$ cat src/include/io_port_pkg.sv
// Package with the register map, pin masks and bus carrier of the I/O ports.
package io_port_pkg;

   localparam int NUM_PORTS = 7;
   localparam int PORT_A    = 0;
   localparam int PORT_B    = 1;
   localparam int PORT_C    = 2;
   localparam int PORT_D    = 3;
   localparam int PORT_E    = 4;
   localparam int PORT_F    = 5;
   localparam int PORT_G    = 6;

   // Register groups; the port index is added to the group offset.
   localparam logic [7:0] OFS_DATA_IN    = 8'h00;
   localparam logic [7:0] OFS_DATA_OUT   = 8'h08;
   localparam logic [7:0] OFS_DIRECTION  = 8'h10;
   localparam logic [7:0] OFS_DRIVE_SEL  = 8'h18;
   localparam logic [7:0] OFS_ADDR_SEL   = 8'h20;
   localparam logic [7:0] OFS_ENABLE_OUT = 8'h28;
   localparam logic [7:0] OFS_CELL_OUT   = 8'h30;
   localparam logic [7:0] OFS_CELL_MASK  = 8'h38;
   localparam logic [7:0] OFS_MEM_MODE   = 8'h40;
   localparam logic [4:0] GROUP_MASK     = 5'h1f;

   localparam logic [7:0] REG_RESET      = 8'h00;
   localparam int         PERIPH_MODE_BIT = 7;

   // Pins that exist on each port; port D has four.
   localparam logic [NUM_PORTS-1:0][7:0] PIN_MASK =
      {8'hff, 8'hff, 8'hff, 8'h0f, 8'hff, 8'hff, 8'hff};
   // Ports with an output-enable product term: A, B, C and F.
   localparam logic [NUM_PORTS-1:0] HAS_TERM = 7'b0100111;
   // Ports with an address-output select register: E, F and G.
   localparam logic [NUM_PORTS-1:0] HAS_ADDR_SEL = 7'b1110000;
   // Ports whose drive-select bits set slew rate: C and F.
   localparam logic [NUM_PORTS-1:0] DRIVE_IS_SLEW = 7'b0100100;
   // Ports with output logic cells: A and B.
   localparam int NUM_CELL_PORTS = 2;

   typedef struct packed {
      logic       sel;
      logic       rd;
      logic       wr;
      logic [7:0] addr;
      logic [7:0] wdata;
   } io_bus_req_t;

   typedef struct packed {
      logic [7:0] en;
      logic [7:0] drive;
      logic [7:0] val;
   } pin_override_t;

endpackage

$ cat src/port_pin_ctrl.sv
// Per-port pin driver selection: direction, address output, drive mode.
`timescale 1ns/1ps
module port_pin_ctrl #(
   parameter logic [7:0] PIN_MASK  = 8'hff,
   parameter bit         HAS_TERM  = 1'b0,
   parameter bit         HAS_SEL   = 1'b0,
   parameter bit         IS_SLEW   = 1'b0
) (
   // Configuration
   input  wire logic [7:0]                direction_in,
   input  wire logic [7:0]                drive_sel_in,
   input  wire logic [7:0]                addr_sel_in,
   // Sources
   input  wire logic [7:0]                oe_term_in,
   input  wire logic [7:0]                data_in,
   input  wire logic [7:0]                addr_in,
   input  wire io_port_pkg::pin_override_t ovr_in,
   // Pin controls
   output logic      [7:0]                pin_val_out,
   output logic      [7:0]                pin_oe_n_out,
   output logic      [7:0]                slew_fast_out,
   output logic      [7:0]                enabled_out
);

   logic [7:0] term;
   logic [7:0] en_norm;
   logic [7:0] val_norm;
   logic [7:0] en;
   logic [7:0] val;
   logic [7:0] open_drain;

   always_comb begin
      term     = HAS_TERM ? oe_term_in : 8'h00;
      en_norm  = direction_in | term;
      val_norm = HAS_SEL ? ((addr_sel_in & addr_in) |
                            (~addr_sel_in & data_in)) : data_in;
      en       = ((ovr_in.en & ovr_in.drive) |
                  (~ovr_in.en & en_norm)) & PIN_MASK;
      val      = (ovr_in.en & ovr_in.val) | (~ovr_in.en & val_norm);
      // Overrides always drive push-pull so bus patterns are full swing.
      open_drain = IS_SLEW ? 8'h00 : (drive_sel_in & ~ovr_in.en);
      enabled_out   = en;
      pin_oe_n_out  = ~(en & (~open_drain | ~val));
      pin_val_out   = val & ~open_drain;
      slew_fast_out = IS_SLEW ? (drive_sel_in & PIN_MASK) : 8'h00;
   end

endmodule

$ cat src/io_port_config_and_data.sv
// Configuration and data registers of seven I/O ports with pin drivers.
`timescale 1ns/1ps
// Functional notes
// - Memory mode bit 7 set turns port F into a peripheral data buffer.
// - Peripheral buffer drives only while a peripheral select term is active.
// - Reset pattern drives ports F and G during reset without bus cycle.
// - After reset, ports F and G resume normal function.
// - Each register bit except memory mode bit 7 controls only the pin of the same index.
// - Address select, direction and drive select reset to zero.
// - Ports E, F, G: address select 0 is I/O, 1 latched address.
// - Direction 1 makes an output, 0 an input; default is input.
// - Ports A, B, C, F: output when direction or enable term is set.
// - Port D direction uses only its four low bits.
// - Drive select 1 gives open drain where supported; default push-pull.
// - Drive select 1 gives fast slew where supported; default slow.
// - Open drain on A, B, E, G, D3-0; slew on C and F.
// - Data-in reads return the live pin levels.
// - Data-out stores writes, drives enabled pins, reads back.
// - Output logic cells readable; writes load them unless masked.
// - Mask bit 1 blocks loading its logic cell; masks reset to zero.
// - Configuration registers are read and written by ordinary bus cycles.
// - Port E pins may be given over to in-system programming.
// - Address output drives when select and direction are set, or on port F select and enable term.
// - Enable status of A, B, C, F reads 1 while output enabled, 0 while input.
module io_port_config_and_data #(
   parameter bit                         RESET_PATTERN_EN = 1'b0,
   parameter logic [15:0]                RESET_PATTERN    = 16'h0000,
   parameter logic [7:0]                 PROG_PIN_MASK    = 8'hff,
   parameter bit                         G_ADDR_HIGH      = 1'b1
) (
   // Clock and reset
   input  wire logic                     sys_clk_in,
   input  wire logic                     rst_n_in,
   // Processor bus
   input  wire io_port_pkg::io_bus_req_t bus_req_in,
   input  wire logic                     bus_cycle_in,
   input  wire logic                     mcu_reset_in,
   input  wire logic [15:0]              latched_addr_in,
   output logic      [7:0]               bus_rdata_out,
   // Programmable logic
   input  wire logic [6:0][7:0]          oe_term_in,
   input  wire logic                     periph_select_a_in,
   input  wire logic                     periph_select_b_in,
   input  wire logic                     prog_enable_in,
   output logic      [1:0][7:0]          cell_out_out,
   // Pins
   input  wire logic [6:0][7:0]          pin_in,
   output logic      [6:0][7:0]          pin_out,
   output logic      [6:0][7:0]          pin_oe_n_out,
   output logic      [6:0][7:0]          slew_fast_out
);

   localparam int NP = io_port_pkg::NUM_PORTS;

   logic [NP-1:0][7:0] direction_r;
   logic [NP-1:0][7:0] drive_sel_r;
   logic [NP-1:0][7:0] addr_sel_r;
   logic [NP-1:0][7:0] data_out_r;
   logic [1:0][7:0]    cell_r;
   logic [1:0][7:0]    cell_mask_r;
   logic [7:0]         mem_mode_r;
   logic [NP-1:0][7:0] enabled_r;

   logic [NP-1:0][7:0] pin_val_nxt;
   logic [NP-1:0][7:0] pin_oe_n_nxt;
   logic [NP-1:0][7:0] slew_nxt;
   logic [NP-1:0][7:0] enabled_nxt;
   logic [NP-1:0][7:0] src_data;
   logic [NP-1:0][7:0] src_addr;
   io_port_pkg::pin_override_t [NP-1:0] ovr;

   logic       periph_mode;
   logic       periph_sel;
   logic       reset_drive;
   logic [4:0] group;
   logic [2:0] port_idx;
   logic       port_ok;
   logic [7:0] rdata_nxt;

   assign periph_mode = mem_mode_r[io_port_pkg::PERIPH_MODE_BIT];
   assign periph_sel  = periph_mode &
                        (periph_select_a_in | periph_select_b_in);
   // Only while reset is held and the bus is idle; released on exit.
   assign reset_drive = RESET_PATTERN_EN & mcu_reset_in &
                        ~bus_cycle_in;
   assign group       = bus_req_in.addr[7:3];
   assign port_idx    = bus_req_in.addr[2:0];
   assign port_ok     = port_idx < 3'(NP);

   // Register writes through the processor bus.
   always_ff @(posedge sys_clk_in) begin
      if (!rst_n_in) begin
         for (int p = 0; p < NP; p++) begin
            direction_r[p] <= io_port_pkg::REG_RESET;
            drive_sel_r[p] <= io_port_pkg::REG_RESET;
            addr_sel_r[p]  <= io_port_pkg::REG_RESET;
            data_out_r[p]  <= io_port_pkg::REG_RESET;
         end
         mem_mode_r <= io_port_pkg::REG_RESET;
      end else if (bus_req_in.sel && bus_req_in.wr && port_ok) begin
         for (int p = 0; p < NP; p++) begin
            if (port_idx == 3'(p)) begin
               case (group)
                  io_port_pkg::OFS_DATA_OUT[7:3]: begin
                     data_out_r[p] <= bus_req_in.wdata &
                                      io_port_pkg::PIN_MASK[p];
                  end
                  io_port_pkg::OFS_DIRECTION[7:3]: begin
                     direction_r[p] <= bus_req_in.wdata &
                                       io_port_pkg::PIN_MASK[p];
                  end
                  io_port_pkg::OFS_DRIVE_SEL[7:3]: begin
                     drive_sel_r[p] <= bus_req_in.wdata &
                                       io_port_pkg::PIN_MASK[p];
                  end
                  io_port_pkg::OFS_ADDR_SEL[7:3]: begin
                     if (io_port_pkg::HAS_ADDR_SEL[p]) begin
                        addr_sel_r[p] <= bus_req_in.wdata;
                     end
                  end
                  io_port_pkg::OFS_MEM_MODE[7:3]: begin
                     if (p == 0) begin
                        mem_mode_r <= bus_req_in.wdata;
                     end
                  end
                  default: begin
                  end
               endcase
            end
         end
      end
   end

   // Output logic cells with their load masks.
   always_ff @(posedge sys_clk_in) begin
      if (!rst_n_in) begin
         cell_r      <= '0;
         cell_mask_r <= '0;
      end else if (bus_req_in.sel && bus_req_in.wr &&
                   port_idx < 3'(io_port_pkg::NUM_CELL_PORTS)) begin
         if (group == io_port_pkg::OFS_CELL_OUT[7:3]) begin
            cell_r[port_idx[0]] <=
               (cell_r[port_idx[0]] & cell_mask_r[port_idx[0]]) |
               (bus_req_in.wdata & ~cell_mask_r[port_idx[0]]);
         end
         if (group == io_port_pkg::OFS_CELL_MASK[7:3]) begin
            cell_mask_r[port_idx[0]] <= bus_req_in.wdata;
         end
      end
   end

   // Per-port data sources and overrides.
   always_comb begin
      for (int p = 0; p < NP; p++) begin
         src_data[p] = data_out_r[p];
         ovr[p]      = '0;
      end
      for (int c = 0; c < io_port_pkg::NUM_CELL_PORTS; c++) begin
         src_data[c] = (oe_term_in[c] & cell_r[c]) |
                       (~oe_term_in[c] & data_out_r[c]);
      end
      src_addr = '0;
      src_addr[io_port_pkg::PORT_E] = latched_addr_in[7:0];
      src_addr[io_port_pkg::PORT_F] = latched_addr_in[7:0];
      src_addr[io_port_pkg::PORT_G] = G_ADDR_HIGH ?
                                      latched_addr_in[15:8] :
                                      latched_addr_in[7:0];
      if (prog_enable_in) begin
         ovr[io_port_pkg::PORT_E].en = PROG_PIN_MASK;
      end
      if (periph_mode) begin
         ovr[io_port_pkg::PORT_F].en    = 8'hff;
         ovr[io_port_pkg::PORT_F].drive = {8{periph_sel &
                                           bus_req_in.wr}};
         ovr[io_port_pkg::PORT_F].val   = bus_req_in.wdata;
      end
      if (reset_drive) begin
         ovr[io_port_pkg::PORT_F] = '{8'hff, 8'hff,
                                      RESET_PATTERN[7:0]};
         ovr[io_port_pkg::PORT_G] = '{8'hff, 8'hff,
                                      RESET_PATTERN[15:8]};
      end
   end

   for (genvar g = 0; g < NP; g++) begin : gen_port
      port_pin_ctrl #(
         .PIN_MASK (io_port_pkg::PIN_MASK[g]),
         .HAS_TERM (io_port_pkg::HAS_TERM[g]),
         .HAS_SEL  (io_port_pkg::HAS_ADDR_SEL[g]),
         .IS_SLEW  (io_port_pkg::DRIVE_IS_SLEW[g])
      ) u_pin (
         .direction_in  (direction_r[g]),
         .drive_sel_in  (drive_sel_r[g]),
         .addr_sel_in   (addr_sel_r[g]),
         .oe_term_in    (oe_term_in[g]),
         .data_in       (src_data[g]),
         .addr_in       (src_addr[g]),
         .ovr_in        (ovr[g]),
         .pin_val_out   (pin_val_nxt[g]),
         .pin_oe_n_out  (pin_oe_n_nxt[g]),
         .slew_fast_out (slew_nxt[g]),
         .enabled_out   (enabled_nxt[g])
      );
   end

   // Pin drivers are registered so every output comes from a flop.
   always_ff @(posedge sys_clk_in) begin
      if (!rst_n_in) begin
         pin_out       <= '0;
         pin_oe_n_out  <= '1;
         slew_fast_out <= '0;
         enabled_r     <= '0;
      end else begin
         pin_out       <= pin_val_nxt;
         pin_oe_n_out  <= pin_oe_n_nxt;
         slew_fast_out <= slew_nxt;
         enabled_r     <= enabled_nxt;
      end
   end

   // Read data selection.
   always_comb begin
      rdata_nxt = 8'h00;
      if (periph_sel && bus_req_in.rd) begin
         rdata_nxt = pin_in[io_port_pkg::PORT_F];
      end else if (bus_req_in.sel && bus_req_in.rd && port_ok) begin
         case (group)
            io_port_pkg::OFS_DATA_IN[7:3]: begin
               rdata_nxt = pin_in[port_idx] &
                           io_port_pkg::PIN_MASK[port_idx];
            end
            io_port_pkg::OFS_DATA_OUT[7:3]: begin
               rdata_nxt = data_out_r[port_idx];
            end
            io_port_pkg::OFS_DIRECTION[7:3]: begin
               rdata_nxt = direction_r[port_idx];
            end
            io_port_pkg::OFS_DRIVE_SEL[7:3]: begin
               rdata_nxt = drive_sel_r[port_idx];
            end
            io_port_pkg::OFS_ADDR_SEL[7:3]: begin
               rdata_nxt = addr_sel_r[port_idx];
            end
            io_port_pkg::OFS_ENABLE_OUT[7:3]: begin
               if (io_port_pkg::HAS_TERM[port_idx]) begin
                  rdata_nxt = enabled_r[port_idx];
               end
            end
            io_port_pkg::OFS_CELL_OUT[7:3]: begin
               if (port_idx < 3'(io_port_pkg::NUM_CELL_PORTS)) begin
                  rdata_nxt = cell_r[port_idx[0]];
               end
            end
            io_port_pkg::OFS_CELL_MASK[7:3]: begin
               if (port_idx < 3'(io_port_pkg::NUM_CELL_PORTS)) begin
                  rdata_nxt = cell_mask_r[port_idx[0]];
               end
            end
            io_port_pkg::OFS_MEM_MODE[7:3]: begin
               if (port_idx == 3'h0) begin
                  rdata_nxt = mem_mode_r;
               end
            end
            default: begin
               rdata_nxt = 8'h00;
            end
         endcase
      end
   end

   always_ff @(posedge sys_clk_in) begin
      if (!rst_n_in) begin
         bus_rdata_out <= 8'h00;
         cell_out_out  <= '0;
      end else begin
         bus_rdata_out <= rdata_nxt;
         cell_out_out  <= cell_r;
      end
   end

endmodule

$ cat config.mk
export PLATFORM = sky130hd
export DESIGN_NAME = io_port_config_and_data
export DESIGN_NICKNAME = d
export VERILOG_FILES = /design/src/include/io_port_pkg.sv /design/src/port_pin_ctrl.sv /design/src/io_port_config_and_data.sv
export SDC_FILE = /design/constraint.sdc
export NUM_CORES = 1
export LEC_CHECK = 0
export BUFFER_PORTS_ARGS = -buffer_cell sky130_fd_sc_hd__buf_2
export CAP_MARGIN = 0
export CORE_UTILIZATION = 50
export CTS_CLUSTER_DIAMETER = 60
export DETAILED_ROUTE_END_ITERATION = 10
export PLACE_DENSITY = 0.75
export SKIP_LAST_GASP = 1
export SLEW_MARGIN = 20
export SYNTH_ARGS = -nofsm -noshare
export SYNTH_HDL_FRONTEND = slang
export SYNTH_HIERARCHICAL = 1
export SYNTH_SLANG_ARGS = --single-unit
$ cat constraint.sdc
create_clock -name sys_clk_in -period 1.9 [get_ports sys_clk_in]
set_input_delay 0.38 -clock sys_clk_in [delete_from_list [all_inputs] [get_ports sys_clk_in]]
set_output_delay 0.38 -clock sys_clk_in [all_outputs]
set_load 0.03 [all_outputs]
Yosys cells after proc, flatten, opt, wreduce, memory -nomap -nowiden:

Memory sizes are Yosys's and may differ from the RTL's.
Cells that the tools add are included.

* order comparisons: 5
* equality and inequality tests: 14
* muxes and demuxes: 31
* bitwise operators: 75
* reduce and logical (&&, ||, !) cells: 36

Operators by type and width (number)
* bitwise AND 8 bit: 28
* NOT 8 bit: 23
* 2-to-1 mux 8 bit: 19
* binary-select mux 8 bit (select 3 bit): 6
* bitwise OR 8 bit: 17
* AND reduction 3 bit: 25
* one-hot mux 8 bit (9 select lines): 1
* bitwise mux 16 bit: 2
* 2-to-1 mux 24 bit: 1
* equality test 5 x 3 -> 1 bit (second input constant): 4
* bitwise AND 4 x 8 -> 8 bit: 2
* NOT 4 -> 8 bit: 2
* equality test 5 x 2 -> 1 bit (second input constant): 2
* equality test 3 bit (second input constant): 3
* demux 8 bit (select 1 bit): 1
* logical AND 1 bit: 7
* equality test 3 x 2 -> 1 bit (second input constant): 2
* equality test 5 x 1 -> 1 bit (second input constant): 1
* equality test 5 x 4 -> 1 bit (second input constant): 1
* logical NOT 5 bit: 1
* less-than comparator 3 x 4 -> 1 bit (second input constant): 1
* AND reduction 2 bit: 2
* equality test 3 x 1 -> 1 bit (second input constant): 1
* logical NOT 3 bit: 1
* other kinds (7): 8

* flip-flop bits (word level): 468
* ROM bits: 72
* input bits: 154
* output and inout port bits: 192
* memories kept: 2

Memories
* (no name shown): words 8, width 8, read ports 1, clocked after Yosys merged registers in 0, wr ports 0, RTL line io_port_config_and_data.sv:230 `io_port_pkg::PIN_MASK[port_idx];`
* (no name shown): words 8, width 1, read ports 1, clocked after Yosys merged registers in 0, wr ports 0, RTL line io_port_config_and_data.sv:245 `if (io_port_pkg::HAS_TERM[port_idx]) begin`

Longest topological paths before layout:

Gate-level depths: netlist of the first run.

* depth in word-level cells: 8
* gate-level depth with buffers: 8
* gate-level depth less buffers: 5

Modules after synthesis:

The synthesis of the first run kept the hierarchy.

By module, submodules not included
* io_port_config_and_data: instances 1, cells an instance 1766, area each 17986.0 µm², sequential area each 8888.5 µm²
* port_pin_ctrl (gen_port[4].u_pin ...): instances 2, cells an instance 57, area each 474.2 µm², sequential area each 0.0 µm²
* port_pin_ctrl (gen_port[0].u_pin ...): instances 2, cells an instance 65, area each 424.2 µm², sequential area each 0.0 µm²
* port_pin_ctrl (gen_port[5].u_pin): instances 1, cells an instance 64, area each 370.4 µm², sequential area each 0.0 µm²
* port_pin_ctrl (gen_port[3].u_pin): instances 1, cells an instance 58, area each 362.8 µm², sequential area each 0.0 µm²
* port_pin_ctrl (gen_port[2].u_pin): instances 1, cells an instance 48, area each 340.3 µm², sequential area each 0.0 µm²

Worst setup path after synthesis of the first run:

OpenSTA, ideal clock, no wires.

* path type: input port to flip-flop
* start point: input port bus_req_in[8] (netlist bit)
* end point: register bus_rdata_out[1]
* library setup time: 0.122 ns
* arrival time: 1.868 ns
* slack: -0.090 ns
* stages: 6
* path buffers: 2
* cell sequence: buf_2 clkbuf_1 mux4_2 o211ai_1 nand4_1 o311a_1

* longest elaborated chain between the ends: 6
* elaborated cells between the ends (all ways): 32

Ends and longest elaborated chain
* from (decl): RTL line io_port_config_and_data.sv:35 `input wire io_port_pkg::io_bus_req_t bus_req_in,`
* memory read (8 x 1 bit), or another cell as far along
* 2-to-1 mux 1 bit (implied by the code), or another cell as far along: RTL line io_port_config_and_data.sv:245
* 2-to-1 mux 8 bit, or another cell as far along: RTL line io_port_config_and_data.sv:245
* one-hot mux 8 bit (9 select lines): RTL line io_port_config_and_data.sv:227 `case (group)`
* 2-to-1 mux 8 bit (*): RTL line io_port_config_and_data.sv:226 `end else if (bus_req_in.sel && bus_req_in.rd && port_ok) begin`
* 2-to-1 mux 8 bit (*): RTL line io_port_config_and_data.sv:224 `if (periph_sel && bus_req_in.rd) begin`
* to (signal assigned): RTL line io_port_config_and_data.sv:276 `bus_rdata_out <= rdata_nxt;`
* to (decl): RTL line io_port_config_and_data.sv:39 `output logic [7:0] bus_rdata_out,`

Mark *: on every way between the ends. The rest lies on a longest branch, timed or not. The select of a mux whose other input is x is not followed.
A chain may end at the register's enable or synchronous reset.

Worst setup path after layout of the first run:

* start point: input port bus_req_in[13] (netlist bit)
* end point: register addr_sel_r[36] (netlist bit)

* longest elaborated chain between the ends: 2

Ends and longest elaborated chain
* equality test 5 x 3 -> 1 bit: RTL line io_port_config_and_data.sv:103 `case (group)`
* AND reduction 3 bit (no source line)
* to (signal, indexed assignment): RTL line io_port_config_and_data.sv:96 `addr_sel_r[p] <= io_port_pkg::REG_RESET;`
* to (signal, indexed assignment): RTL line io_port_config_and_data.sv:118 `addr_sel_r[p] <= bus_req_in.wdata;`
* to (decl): RTL line io_port_config_and_data.sv:57 `logic [NP-1:0][7:0] addr_sel_r;`

Every way passes these cells.

==> results of run 1 <==
-- cell usage in the layout (no fill, tap or decap), drive strengths merged, types with 46 or more instances in the layout --
| cell type | count |
|---|---|
| buf | 499 |
| nor2 | 92 |
| a21oi | 47 |
| o21ai | 78 |
| nand2 | 136 |
| clkbuf | 71 |
| nand2b | 92 |
| conb | 328 |
| dfxtp | 444 |
| nand3 | 53 |
| mux2 | 47 |
| a21boi | 46 |
| mux2i | 261 |
| and2 | 171 |
| nor2b | 189 |
-- metal layers --
metal | vias up | GRT usage (%)
li1 | 8459 | -
met1 | 8311 | 39.9
met2 | 603 | 49.3
met3 | 137 | 5.06
met4 | 0 | 12.9
met5 | - | 0
-- sequential cells by signal, summed over array words and instances, names as in the netlist --
name / count
pin_oe_n_out: 56
pin_out: 56
slew_fast_out: 56
data_out_r: 52
direction_r: 52
drive_sel_r: 52
enabled_r: 32
addr_sel_r: 24
cell_mask_r: 16
cell_out_out: 16
cell_r: 16
bus_rdata_out: 8
mem_mode_r: 8
-- power groups by stage --
stage                     registers, mW  logic [mW]  clock network (mW)
after floorplan                    10.1        1.05                   0
after CTS                          9.57        2.08                10.2
after detailed placement           9.77        2.08                   0
final                              9.57        2.12                10.1
after global placement             9.77        2.06                   0
after global routing               9.58        2.28                10.6
-- critical path, delay by kind of cell --
family / cells / cell delay [ps]
buf+inv: 5 / 710
compound gates: 1 / 200
simple gates: 3 / 890
-- final cells by class --
cell class	count	area (µm²)	share of cell area [%]
clock inverters	20	282	1.06
inverters	42	158	0.592
diodes	1	2.50	0.00939
multi-input cells	1806	11900	44.8
well taps	532	666	2.50
flip-flops and latches	444	8890	33.4
clock buffers	71	1450	5.45
repair buffers	499	3260	12.3
-- metrics by stage --
| step | TNS (ps) | area [µm²] |
|---|---|---|
| final | 0 | 26600 |
| after global routing | 0 | 26600 |
| after CTS | 0 | 26600 |
| after detailed placement | -26370 | 24900 |
| after global placement | -20200 | 24900 |
| after floorplan | 0 | 22000 |
-- worst paths after layout --
kind,start,endpoint,slack [ps]
worst max-delay path,bus_req_in[13],addr_sel_r[36],200
worst min-delay path,rst_n_in,pin_oe_n_out[33],50
worst max register to register,drive_sel_r[25],bus_rdata_out[1],210
worst min register to register,data_out_r[2],data_out_r[2],490
==> key figures, run 1 <==
Setup path
  – CP Data Arrival Time: between 2000 and 2500 ps
  – CP endpoint kind: register
  – Worst Setup Start Kind: input pin
  – CP peak stage delay: 510 ps
  – R2R depth: 4
  – CP Class: in -> reg
  – Critical Path Fanout Max: 5
  – Slowest cell on crit path: or3b_2
  – Most frequent CP cell: buf_4
  – Worst path cell trace: buf_2, buf_4, or3b_2, nor3_1, buf_4, buf_4, buf_4, nand3_1, a21boi_0
  – Worst EP required: 2400 ps

Clock tree
  – Hold Buf Count CTS: 0
  – Clk slew on worst S/H paths: 60 ps
  – Root Buffer: clkbuf_16
  – CTS H-Tree Depth: 2
  – Setup bufs post-CTS: 0
  – Post-CTS sizing: 0
  – Clk sinks: approximately 440
  – Max Buffers Root-to-Sink: 3
  – Clock Latency Late Sink: 590 ps
  – CTS tree: yes
  – CTS buffer count: 50

Placement
  – PortBufs: 315
  – Final weighted congestion in routability-driven placement: 0.928
  – Final HPWL DP: 48300 µm
  – Placed cells: 3323
  – Dpl ws: -366 ps

Timing
  – Unrepaired setup endpoints after global routing: no
  – Fin Hold WS: 54.3 ps
  – Setup Viol. Count Final: 0
  – Fin crit period: 1700 ps
  – Slew HR: 62.9%
  – Worst slew pin tran: 556 ps
  – Fin. Hold Viols: 0
  – Worst Skew: around 13 ps
  – Slew Viols, Final: 0
  – Final worst slack: roughly 200 ps
  – Achievable Freq: 587 MHz
  – Final period util: 89.6%

Floorplan
  – Starting density of the core: between 50 and 60%
  – Die X: 206 µm
  – I/O pins: 346
  – DIE AREA: 42400 µm²
  – Core area: 40900 µm²
  – # rows: 74
  – Die extent in y: 206 µm

Finish
  – Fin nets: around 3k
  – Final Core Density: 65.1%
  – Finished Layout Cells: 3415
  – Layout area overhead: 28.1%
  – Fill cells: ~3.4k
  – Share of layout cells above drive strength 1: 24.0%

Pwr
  – Sw Ratio: 24.1%
  – PwrDens: just over 800 nW/µm²
  – Psw: ~5.2 mW
  – Sequential fraction of design power: about 44%
  – Int Power: between 15 and 20 mW
  – Max VDD drop: 0.579 mV
  – Clock power frac: 46.3%
  – Combinational power share: 9.7%
  – Power Total: between 20 and 25 mW
  – Leakage: around 11 nW

Routing
  – Total Routed Length: 64900 µm
  – DRC: 0
  – Met1 Routed Length: between 20000 and 30000 µm
  – Iteration-0 DRC Markers: 1347
  – DR vias/cell: between 5 and 6
  – DR vias: 17.5k
  – Average wire per standard cell: ~19 µm
  – Post-route ant nets: 0
  – Met3 wire length: 4280 µm
  – DR pass1 iterations: 5
  – Top sig layer: met4
  – Met2 Wirelength: 29500 µm

Global route
  – Initial antenna violation count: 1
  – Grt total ovfl: 0
  – Total track usage: 30.4%
  – Vias in the first global route: 17.1k
  – First-pass GRT wire length: 97900 µm
  – Largest net degree at the start of global routing: between 100 and 150

Synthesis
  – Post-Synthesis Cells: between 2k and 2.5k
  – Yosys warning total: 6
  – Syn avg cell area: 9.57 µm²
  – Synthesized area: 20800 µm²

Min path
  – Min-Delay Path Class: in -> reg
  – Hold path depth: 2

Job
  – Max_cap viols: 0

Run status
  – Status: finished clean
(Power assumes the default switching activity.)
==> run 2: changes to the inputs <==
- PLACE_DENSITY: 0.75 -> unset
- PLACE_DENSITY_LB_ADDON: unset -> 0.3
==> run 2 against run 1 <==
Net effect: first-iteration DRC count down 1.4%; register-to-register slack worse by 30 ps; fmax down 0.93%; routed wire length up 3.0%; sequential share of layout area down 0.14 points; critical path depth down 5; global-route usage up 0.93 points; critical path type is now reg -> reg; clock power up 4%; largest cell class unchanged; critical endpoint is now bus_rdata_out[1]; sequential power about the same; worst setup slack worse by 16 ps.
==> key figures, run 2 (synthesis results as in run 1) <==
Routing
  – Iteration-0 DRC Markers: 1328 (-1.4%)
  – Met1 Routed Length: 28900 µm (+1.6%)
  – DR vias: 17.6k (+0.56%)
  – DR vias/cell: 5.17 (+0.91%)
  – Met3 wire length: 4740 µm (+11%)
  – DRC: 0 (unchanged)
  – Top sig layer: met4
  – Total Routed Length: 66800 µm (+3.0%)
  – Met2 Wirelength: 31100 µm (+5.2%)
  – DR pass1 iterations: 5 (unchanged)
  – Average wire per standard cell: 19.6 µm (+3.4%)
  – Post-route ant nets: 0 (unchanged)

Finish
  – Most frequent cells in the layout: dfxtp_1 (443), conb_1 (328), buf_2 (312), mux2i_1 (261), nor2b_1 (188)
  – Commonest non-fill, non-tap cell in the layout: dfxtp_1
  – Top Registers: pin_oe_n_out: 56 flops, pin_out: 56 flops, slew_fast_out: 56 flops
  – Area occupied by multi-input gates: 11900 µm² (about the same)
  – Fill cells: 3359 (-0.91%)
  – Share of layout cells above drive strength 1: 23.9% (-0.14 points)
  – Layout area overhead: 28.7%
  – Reg area: 8890 µm² (unchanged)
  – Finished Cell Area: 26800 µm² (+0.42%)
  – Fin nets: 2982 (-0.50%)

Pwr
  – Clock power frac: 47.2% (+0.9 points)
  – Sw Ratio: 24.3% (+0.18 points)
  – Sequential fraction of design power: 43.2% (-0.7 points)
  – Leakage: 11.5 nW (+0.27%)
  – Power Total: 22.2 mW (+1.8%)
  – Max VDD drop: 0.620 mV (+7.1%)
  – Psw: 5.38 mW (+2.6%)
  – Combinational power share: 9.7% (about the same)
  – Int Power: 16.8 mW (+1.6%)
  – PwrDens: 828 nW/µm² (+1.4%)

Timing
  – Setup_tns: 0 ps (unchanged)
  – Worst Skew: 19.2 ps (+5.87 ps)
  – Fin. Hold Viols: 0 (unchanged)
  – Unrepaired setup endpoints after global routing: no
  – Achievable Freq: 582 MHz (-0.93%)
  – Final period util: 90.5% (+0.84 points)
  – Slew HR: 59.3% (-3.6 points)
  – Slew Viols, Final: 0 (unchanged)
  – Worst slew pin tran: 609 ps (+52.9 ps)
  – Final worst slack: 181 ps (-15.9 ps)
  – Setup Viol. Count Final: 0 (unchanged)
  – Fin crit period: 1720 ps (+15.9 ps)

Clock tree
  – Clk slew on worst S/H paths: 60 ps (about the same)
  – CTS buffer count: 50 (unchanged)
  – CTS tree: yes
  – Clk sinks: 444 (unchanged)
  – Root Buffer: clkbuf_16
  – Setup bufs post-CTS: 0 (unchanged)
  – Max Buffers Root-to-Sink: 3 (unchanged)
  – Clock Latency Late Sink: 590 ps (about the same)
  – CTS H-Tree Depth: 2 (unchanged)

Global route
  – Initial antenna violation count: 2 (+1)
  – First-pass GRT wire length: 99600 µm (+1.8%)
  – Total track usage: 31.3% (+0.93 points)
  – Largest net degree at the start of global routing: 142 (+33%)
  – Grt total ovfl: 0 (unchanged)
  – Vias in the first global route: 17.0k (-0.37%)

Job
  – Max_cap viols: 0 (unchanged)

Floorplan
  – Die extent in y: 206 µm (unchanged)
  – Core area: 40900 µm² (unchanged)
  – DIE AREA: 42400 µm² (unchanged)
  – Starting density of the core: 50.8% (unchanged)
  – # rows: 74 (unchanged)
  – Die X: 206 µm (unchanged)
  – I/O pins: 346 (unchanged)

Setup path
  – Critical Path Fanout Max: 4 (-1)
  – Worst Setup Start Kind: register
  – CP peak stage delay: 540 ps (+30 ps)
  – Slowest cell on crit path: mux4_2
  – CP endpoint kind: register
  – Worst path cell trace: mux4_2, o211ai_1, nand4_1, o311a_1
  – Worst EP required: 2370 ps (-30 ps)
  – CP Data Arrival Time: 2190 ps (about the same)
  – CP Class: reg -> reg

Placement
  – Placed inst area: 24900 µm² (+0.10%)
  – Final HPWL DP: 49800 µm (+3.2%)
  – PortBufs: 315 (unchanged)
  – Final weighted congestion in routability-driven placement: 0.951 (+2.5%)
  – Dpl ws: -312 ps (+54.0 ps)

Run status
  – Status: finished clean

Min path
  – Min-Delay Path Class: in -> reg
## run 2: cell count changes in the layout (fill, tap and decap cells not counted), sizes merged
cell,delta
buf,-15
clkinv,+5
clkinvlp,-2
## run 2: through the flow
step / hold slack (ps) / instances / util, %
2_1_floorplan: 451 / 2493 / -
3_3_place_gp: 465 / 3308 / 60.9
3_5_place_dp: 476 / 3308 / 60.9
4_1_cts: 53.9 / 3402 / 65.4
5_1_grt: 82.3 / 3402 / 65.4
6_report: 76.6 / 3403 / 65.4
## run 2: layer usage
layer	GRT usage, %	vias to the layer above
li1	-	8428
met1	41.9	8375
met2	51.3	687
met3	4.32	118
met4	11.6	0
met5	0	-
## run 2: worst max-delay path: cells and delay by family, from the launching register on
kind | cells | cell delay, ps
flops | 1 | 370
simple gates | 1 | 140
compound gates | 2 | 560
mux | 1 | 540
## run 2: final cells by class
type | instances | area share (%)
repair buffers | 484 | 12.3
clock buffers | 71 | 5.66
inverters | 42 | 0.589
flip-flops and latches | 444 | 33.2
well taps | 532 | 2.49
clock inverters | 23 | 1.14
multi-input cells | 1806 | 44.6
diodes | 1 | 0.00935
## run 2: worst paths after layout
check / startpoint / to / slack (ps) / cells past startpoint
min: rst_n_in / pin_oe_n_out[49] / 80 / 2
max: drive_sel_r[25] / bus_rdata_out[1] / 180 / 4
max reg2reg: drive_sel_r[25] / bus_rdata_out[1] / 180 / 4
min reg2reg: data_out_r[33] / data_out_r[33] / 480 / 2
## run 2: power by group through the flow
stage	registers [mW]	logic (mW)	clock network, mW
global route	9.58	2.30	11.0
finish	9.57	2.14	10.5
CTS	9.57	2.11	10.6
global placement	9.77	2.08	0
floorplan	10.1	1.05	0
detailed placement	9.77	2.10	0
## run 2: repair_timing
item / 4_1_cts / 5_1_grt
endpoints found under the setup margin: 0 / 2
hold buffers: 0 / 0
resized for setup: 0 / 1
